$ cat config.mk
export PLATFORM = sky130hd
export DESIGN_NAME = fpet_seq
export DESIGN_NICKNAME = d
export VERILOG_FILES = /design/src/hw/fpet_pkg.sv /design/src/hw/fpet_tmr_if.sv /design/src/hw/fpet_timer.sv /design/src/hw/fpet_seq.sv
export VERILOG_INCLUDE_DIRS = /design/src /design/src/hw
export SDC_FILE = /design/constraint.sdc
export NUM_CORES = 1
export LEC_CHECK = 0
export BUFFER_PORTS_ARGS = -buffer_cell sky130_fd_sc_hd__buf_2
export CORE_MARGIN = 10
export CORE_UTILIZATION = 40
export CTS_BUF_LIST = sky130_fd_sc_hd__clkbuf_16
export DETAILED_ROUTE_END_ITERATION = 8
export PLACE_DENSITY = 0.68
export SLEW_MARGIN = 10
export SYNTH_ARGS = -nofsm -noshare
export SYNTH_HDL_FRONTEND = slang
export SYNTH_HIERARCHICAL = 1
export SYNTH_SLANG_ARGS = --single-unit
$ cat constraint.sdc
create_clock -name i_clk_sys -period 2.7 [get_ports i_clk_sys]
set_input_delay 0.27 -clock i_clk_sys [delete_from_list [all_inputs] [get_ports i_clk_sys]]
set_output_delay 0.27 -clock i_clk_sys [all_outputs]
set_load 0.03 [all_outputs]
$ cat src/hw/fpet_cfg.svh
`ifndef FPET_CFG_SVH
`define FPET_CFG_SVH

// ------------------------------------------------------------
// Clock and timing figures
// ------------------------------------------------------------
`define FPET_CLK_MHZ        10
`define FPET_PGM_PULSE_US   100
`define FPET_ERS_PULSE_US   7000
`define FPET_FLW_PULSE_US   14000
`define FPET_SETTLE_US      10
`define FPET_PGM_PULSE_CYC  (`FPET_PGM_PULSE_US * `FPET_CLK_MHZ)
`define FPET_ERS_PULSE_CYC  (`FPET_ERS_PULSE_US * `FPET_CLK_MHZ)
`define FPET_FLW_PULSE_CYC  (`FPET_FLW_PULSE_US * `FPET_CLK_MHZ)
`define FPET_SETTLE_CYC     (`FPET_SETTLE_US * `FPET_CLK_MHZ)

// ------------------------------------------------------------
// Pulse-count limits
// ------------------------------------------------------------
`define FPET_PGM_MAX_PULSES 150
`define FPET_ERS_MAX_PULSES 1000
`define FPET_FLW_MAX_PULSES 6000
`define FPET_CNT_W          18
`define FPET_PLS_W          13

`endif

$ cat src/hw/fpet_pkg.sv
`default_nettype none
package fpet_pkg;

    typedef enum logic [1:0] {
        FPET_OP_PGM = 2'b00,
        FPET_OP_ERS = 2'b01,
        FPET_OP_FLW = 2'b10
    } fpet_op_type;

    typedef enum logic [2:0] {
        FPET_ST_IDLE   = 3'b000,
        FPET_ST_SETUP  = 3'b001,
        FPET_ST_PULSE  = 3'b010,
        FPET_ST_DESEL  = 3'b011,
        FPET_ST_VSET   = 3'b100,
        FPET_ST_VCHK   = 3'b101,
        FPET_ST_FINISH = 3'b110
    } fpet_state_type;

endpackage
`default_nettype wire

$ cat src/hw/fpet_tmr_if.sv
`timescale 1ns/1ps
`default_nettype none

// ------------------------------------------------------------
// Timer load and expiry between sequencer and down-counter
// ------------------------------------------------------------
interface fpet_tmr_if;
    logic        load;
    logic [17:0] count;
    logic        done;
    modport ctl (output load, output count, input done);
    modport tmr (input load, input count, output done);
endinterface

`default_nettype wire

$ cat src/hw/fpet_timer.sv
`timescale 1ns/1ps
`default_nettype none

// ------------------------------------------------------------
// Down-counter, done is high once the loaded count has elapsed
// ------------------------------------------------------------
module fpet_timer (
    // Clock and reset
    input  wire logic i_clk_sys,
    input  wire logic i_sys_rst,
    // Timer port
    fpet_tmr_if.tmr   tmr
);
    logic [17:0] cnt_q;

    always_ff @(posedge i_clk_sys or posedge i_sys_rst) begin
        if (i_sys_rst) begin
            cnt_q <= 18'h00000;
        end else if (tmr.load) begin
            cnt_q <= tmr.count;
        end else if (cnt_q != 18'h00000) begin
            cnt_q <= cnt_q - 18'h00001;
        end
    end

    // Done looks only at the count, because the load is decoded from done and would loop.
    assign tmr.done = (cnt_q == 18'h00000);
endmodule

`default_nettype wire

$ cat src/hw/fpet_seq.sv
`timescale 1ns/1ps
`default_nettype none
`include "fpet_cfg.svh"

module fpet_seq
    import fpet_pkg::*;
(
    // Clock and reset
    input  wire logic        i_clk_sys,
    input  wire logic        i_sys_rst,
    // Command from the algorithm owner
    input  wire logic        i_start,
    input  wire logic [1:0]  i_op,
    // Verify result from the array compare
    input  wire logic        i_verify_ok,
    // Array mode and pulse controls
    output logic             o_pgm_mode,
    output logic             o_ers_mode,
    output logic             o_flw_mode,
    output logic             o_verify_mode,
    output logic             o_pulse,
    output logic             o_sample,
    // Status
    output logic             o_busy,
    output logic             o_done,
    output logic             o_fail,
    output logic [12:0]      o_pulse_count
);
    fpet_tmr_if     tmr_bus ();
    fpet_state_type state_q;
    fpet_op_type    op_q;
    logic [12:0]    pulses_q;
    logic [12:0]    limit;
    logic [17:0]    width;
    logic           last_verify_q;
    logic           desel_hold_q;

    // ------------------------------------------------------------
    // Shared wait timer
    // ------------------------------------------------------------
    fpet_timer u_timer (
        .i_clk_sys (i_clk_sys),
        .i_sys_rst (i_sys_rst),
        .tmr       (tmr_bus.tmr)
    );

    // ------------------------------------------------------------
    // Per-operation pulse width and pulse limit
    // ------------------------------------------------------------
    always_comb begin
        case (op_q)
            FPET_OP_PGM: begin
                width = 18'(`FPET_PGM_PULSE_CYC);
                limit = 13'(`FPET_PGM_MAX_PULSES);
            end
            FPET_OP_ERS: begin
                width = 18'(`FPET_ERS_PULSE_CYC);
                limit = 13'(`FPET_ERS_MAX_PULSES);
            end
            default: begin
                width = 18'(`FPET_FLW_PULSE_CYC);
                limit = 13'(`FPET_FLW_MAX_PULSES);
            end
        endcase
    end

    // ------------------------------------------------------------
    // Timer loads on every state entry that needs a wait
    // ------------------------------------------------------------
    always_comb begin
        tmr_bus.load  = 1'b0;
        tmr_bus.count = 18'(`FPET_SETTLE_CYC);
        case (state_q)
            FPET_ST_IDLE: begin
                tmr_bus.load = i_start && !desel_hold_q;
            end
            FPET_ST_SETUP: begin
                tmr_bus.load  = tmr_bus.done;
                tmr_bus.count = width;
            end
            FPET_ST_PULSE,
            FPET_ST_DESEL: begin
                tmr_bus.load = tmr_bus.done;
            end
            FPET_ST_VCHK: begin
                tmr_bus.load = 1'b1;
            end
            default: begin
                tmr_bus.load = 1'b0;
            end
        endcase
    end

    // ------------------------------------------------------------
    // Sequencer
    // ------------------------------------------------------------
    always_ff @(posedge i_clk_sys or posedge i_sys_rst) begin
        if (i_sys_rst) begin
            state_q       <= FPET_ST_IDLE;
            op_q          <= FPET_OP_PGM;
            pulses_q      <= 13'h0000;
            last_verify_q <= 1'b0;
        end else begin
            case (state_q)
                FPET_ST_IDLE: begin
                    if (i_start && !desel_hold_q) begin
                        op_q     <= (i_op == 2'h3) ? FPET_OP_FLW : fpet_op_type'(i_op);
                        pulses_q <= 13'h0000;
                        state_q  <= FPET_ST_SETUP;
                    end
                end
                FPET_ST_SETUP: begin
                    if (tmr_bus.done) begin
                        pulses_q <= pulses_q + 13'h0001;
                        state_q  <= FPET_ST_PULSE;
                    end
                end
                FPET_ST_PULSE: begin
                    if (tmr_bus.done) begin
                        state_q <= FPET_ST_DESEL;
                    end
                end
                FPET_ST_DESEL: begin
                    if (tmr_bus.done) begin
                        state_q <= FPET_ST_VSET;
                    end
                end
                FPET_ST_VSET: begin
                    if (tmr_bus.done) begin
                        state_q <= FPET_ST_VCHK;
                    end
                end
                FPET_ST_VCHK: begin
                    last_verify_q <= i_verify_ok;
                    if (i_verify_ok || pulses_q >= limit) begin
                        state_q <= FPET_ST_FINISH;
                    end else begin
                        state_q <= FPET_ST_SETUP;
                    end
                end
                FPET_ST_FINISH: begin
                    state_q <= FPET_ST_IDLE;
                end
                default: begin
                    state_q <= FPET_ST_IDLE;
                end
            endcase
        end
    end

    // The verify exit also needs a deselect gap before a new command.
    // gap before next start
    always_ff @(posedge i_clk_sys or posedge i_sys_rst) begin
        if (i_sys_rst) begin
            desel_hold_q <= 1'b0;
        end else if (state_q == FPET_ST_VCHK) begin
            desel_hold_q <= 1'b1;
        end else if (state_q == FPET_ST_IDLE && tmr_bus.done) begin
            desel_hold_q <= 1'b0;
        end
    end

    // ------------------------------------------------------------
    // Registered array controls and status
    // ------------------------------------------------------------
    always_ff @(posedge i_clk_sys or posedge i_sys_rst) begin
        if (i_sys_rst) begin
            o_pgm_mode    <= 1'b0;
            o_ers_mode    <= 1'b0;
            o_flw_mode    <= 1'b0;
            o_verify_mode <= 1'b0;
            o_pulse       <= 1'b0;
            o_sample      <= 1'b0;
            o_busy        <= 1'b0;
            o_done        <= 1'b0;
            o_fail        <= 1'b0;
            o_pulse_count <= 13'h0000;
        end else begin
            o_pgm_mode    <= (state_q == FPET_ST_SETUP || state_q == FPET_ST_PULSE)
                             && op_q == FPET_OP_PGM;
            o_ers_mode    <= (state_q == FPET_ST_SETUP || state_q == FPET_ST_PULSE)
                             && op_q == FPET_OP_ERS;
            o_flw_mode    <= (state_q == FPET_ST_SETUP || state_q == FPET_ST_PULSE)
                             && op_q == FPET_OP_FLW;
            o_verify_mode <= state_q == FPET_ST_VSET || state_q == FPET_ST_VCHK;
            o_pulse       <= state_q == FPET_ST_PULSE;
            o_sample      <= state_q == FPET_ST_VCHK;
            o_busy        <= state_q != FPET_ST_IDLE || desel_hold_q;
            o_done        <= state_q == FPET_ST_FINISH;
            o_fail        <= state_q == FPET_ST_FINISH && !last_verify_q;
            o_pulse_count <= pulses_q;
        end
    end
endmodule

`default_nettype wire

==> impl_metrics.toml <==
[floorplanning]
initial_core_util = 0.415
die_area_mm2 = 0.0114
pin_count = 28
fp-row-count = 31
core_area_mm2 = 0.00729
dieWidth_um = 107
die_y_um = 107

[synth]
synth_top_area_frac = 0.496
seq_area_frac_synth = 0.496
avgSynthCellArea_um2 = 10.2
synth_area_mm2 = 0.00302
synth_cell_types = 56
synth_top_area_cell = "dfrtp_1"
synthFlopType = "dfrtp_1"
synth.area.top_cells = "dfrtp_1 50%, nor2_1 4.2%, xnor2_1 4.1%, nand2_1 3.7%, ha_1 3.3%"
netlist_instances = 297
synth_edf_count = 0
async_flop_share = 1.00
ys_seq_elements = 60
ys_warn_count = 6

[sta]
min_period_ns = 2.51
fmax_mhz = 399
worstMarginPinSlew_ns = 1.03
slew_headroom = 0.306
hold_viol = 0
finClkSkew_ns = 0.00728
finalSetupTns_ns = 0
rsz0062_at_grt = "false"
final.period_utilization = 0.929
setup_ws_ns = 0.192
drv_slew = 0
whs_ns = 0.0852
setup_violations = 0

[setup_path]
worstPathMaxFanout = 5
critPathBufInv = 0
end_kind = "register"
startpoint_type = "register"
r2r_end = "pulses_q[5]"
worstPathCellList = "or3_4, or3_4, nor2_8, nand2_1, a211o_1, or3_1, xor2_1, nor2_1"
cp_common_cell = "or3_4"
reg2reg_depth = 8
rrSetupSlack_ns = 0.19
cp_slowest_stage_delay_ns = 0.42
path_delay_family = "simple AND/OR/NAND/NOR gates"
cp.required_ns = 2.91
arrival_ns = 2.72
r2r-start = "u_timer/cnt_q[13]"
slowest_stage = "dfrtp_1"
critPathKind = "register to register"

[drt]
dr.max_layer_used = "met4"
drt_iter0_markers = 76
first_pass_iters = 5
num_vias = 2281
drc_errors = 0
wl_met1_um = 3120
wl_met3_um = 271
via_per_inst = 5.11
wl_met2_um = 3180
drt-total-wl_um = 6640
antenna_left = 0
routedWlPerCell_um = 14.9

[global_routing]
grt_pass1_wl_um = 11500
antenna_found_initial = 0
grt_pass1_vias = 2346
overflow = 0
grtUsageTotal = 0.124
grt_max_degree = 30

[final_layout]
utilization = 0.499
drive_gt1_frac = 0.196
insertedDiodeCount = 0
final_cell_mix = "60 x dfrtp_1, 34 x nor2_1, 30 x nand2_1"
area_growth_syn_to_layout_pct = 20.3
nets = 356
n_fill_cell = 696
layout_commonest_cell = "dfrtp_1"

[place]
dp_worst_setup_slack_ns = 0.201
globalplace.congestion = 0.813
io_buffer_count = 27
place_hpwl_um = 4650

[hold_path]
hold_path_class = "input port to asynchronous set/reset pin"

[clock_network]
clock_latency_ns = 0.32
htreeDepth = 3
clk_pin_slew_ns = 0.05
cts_buffers = 9
hold_buffers = 0
cts_tree = "yes"
post_cts_buffers = 0
cts.path.max_buffers = 2
clock-sinks = 60
cts_root_buffer = "clkbuf_16"
cts-resized-gates = 0

[pwr]
power_mw = 2.92
power.density_mw_per_mm2 = 804
p_leak_nw = 1.70
vdd_ir_drop_max_mv = 0.326

[outcome]
run_status = "finished clean"

[run]
cap_violations = 0
[flip-flops by register name, indices dropped and copies added (netlist names), 2 cells and up]
signal and flops:
pulses_q 13, state_q 3, op_q 2, o_pulse_count 13, u_timer/cnt_q 18
[area by class of cell]
type                            instances  area (um^2)  area share
Clock buffer                            9          225      0.0619
Timing Repair Buffer                   35          195      0.0536
Inverter                               14         52.6      0.0144
Sequential cell                        60         1500       0.413
Multi-Input combinational cell        222         1470       0.405
Tap cell                               99          124      0.0340
Clock inverter                          7         67.6      0.0186
[routing by layer]
metal  vias up  global-route usage
met5         -                   0
met4         0              0.0406
met3         6              0.0443
met2        30               0.197
met1      1115               0.153
li1       1130                   -
[synth_stat cells (3+ instances only)]
| library cell | number |
|---|---|
| ha_1 | 8 |
| inv_1 | 12 |
| mux2i_1 | 4 |
| nand2b_1 | 6 |
| xor2_1 | 6 |
| a21oi_1 | 15 |
| nand4b_1 | 3 |
| a211o_1 | 3 |
| clkbuf_1 | 6 |
| nand2_1 | 30 |
| nand3b_1 | 4 |
| xnor2_1 | 14 |
| nand3_1 | 6 |
| o21ai_0 | 16 |
| nor2_1 | 34 |
| or3_1 | 6 |
| dfrtp_1 | 60 |
| nand4_1 | 3 |
| o31ai_1 | 5 |
| nor3_1 | 5 |
[where the power goes]
| part | total, mW | leakage [nW] | switching (mW) | internal, mW |
|---|---|---|---|---|
| combinational | 0.599 | 0.787 | 0.299 | 0.300 |
| sequential | 1.22 | 0.776 | 0.171 | 1.05 |
| clock | 1.10 | 0.139 | 0.397 | 0.708 |
| total | 2.92 | 1.70 | 0.868 | 2.06 |
[metrics by stage]
stage / cell area (um^2) / std cells
2_1_floorplan: 3050 / 303
3_3_place_gp: 3350 / 430
3_5_place_dp: 3350 / 430
4_1_cts: 3640 / 446
5_1_grt: 3640 / 446
6_report: 3640 / 446
[worst max path at each step]
stage / from / end / slack, ns / depth (start not counted)
6_report: u_timer/cnt_q[13] / pulses_q[5] / 0.19 / 8
5_1_grt: u_timer/cnt_q[13] / pulses_q[5] / 0.06 / 8
4_1_cts: u_timer/cnt_q[13] / pulses_q[5] / 0.19 / 8
3_5_place_dp: u_timer/cnt_q[13] / pulses_q[5] / 0.20 / 8
3_3_place_gp: u_timer/cnt_q[13] / pulses_q[5] / 0.23 / 8
2_1_floorplan: u_timer/cnt_q[0] / u_timer/cnt_q[13] / 0.03 / 11
[kinds of logic after synthesis]
group,share of synthesized area
buffers and inverters,0.0261
and+or+nand+nor,0.228
adders and majority gates,0.0331
muxes,0.0257
xor gates and xnor gates,0.0579
AOI/OAI and AO/OA,0.130
other,0.00248
DFF,0.496
No activity file was read; power rests on OpenSTA's default activity.
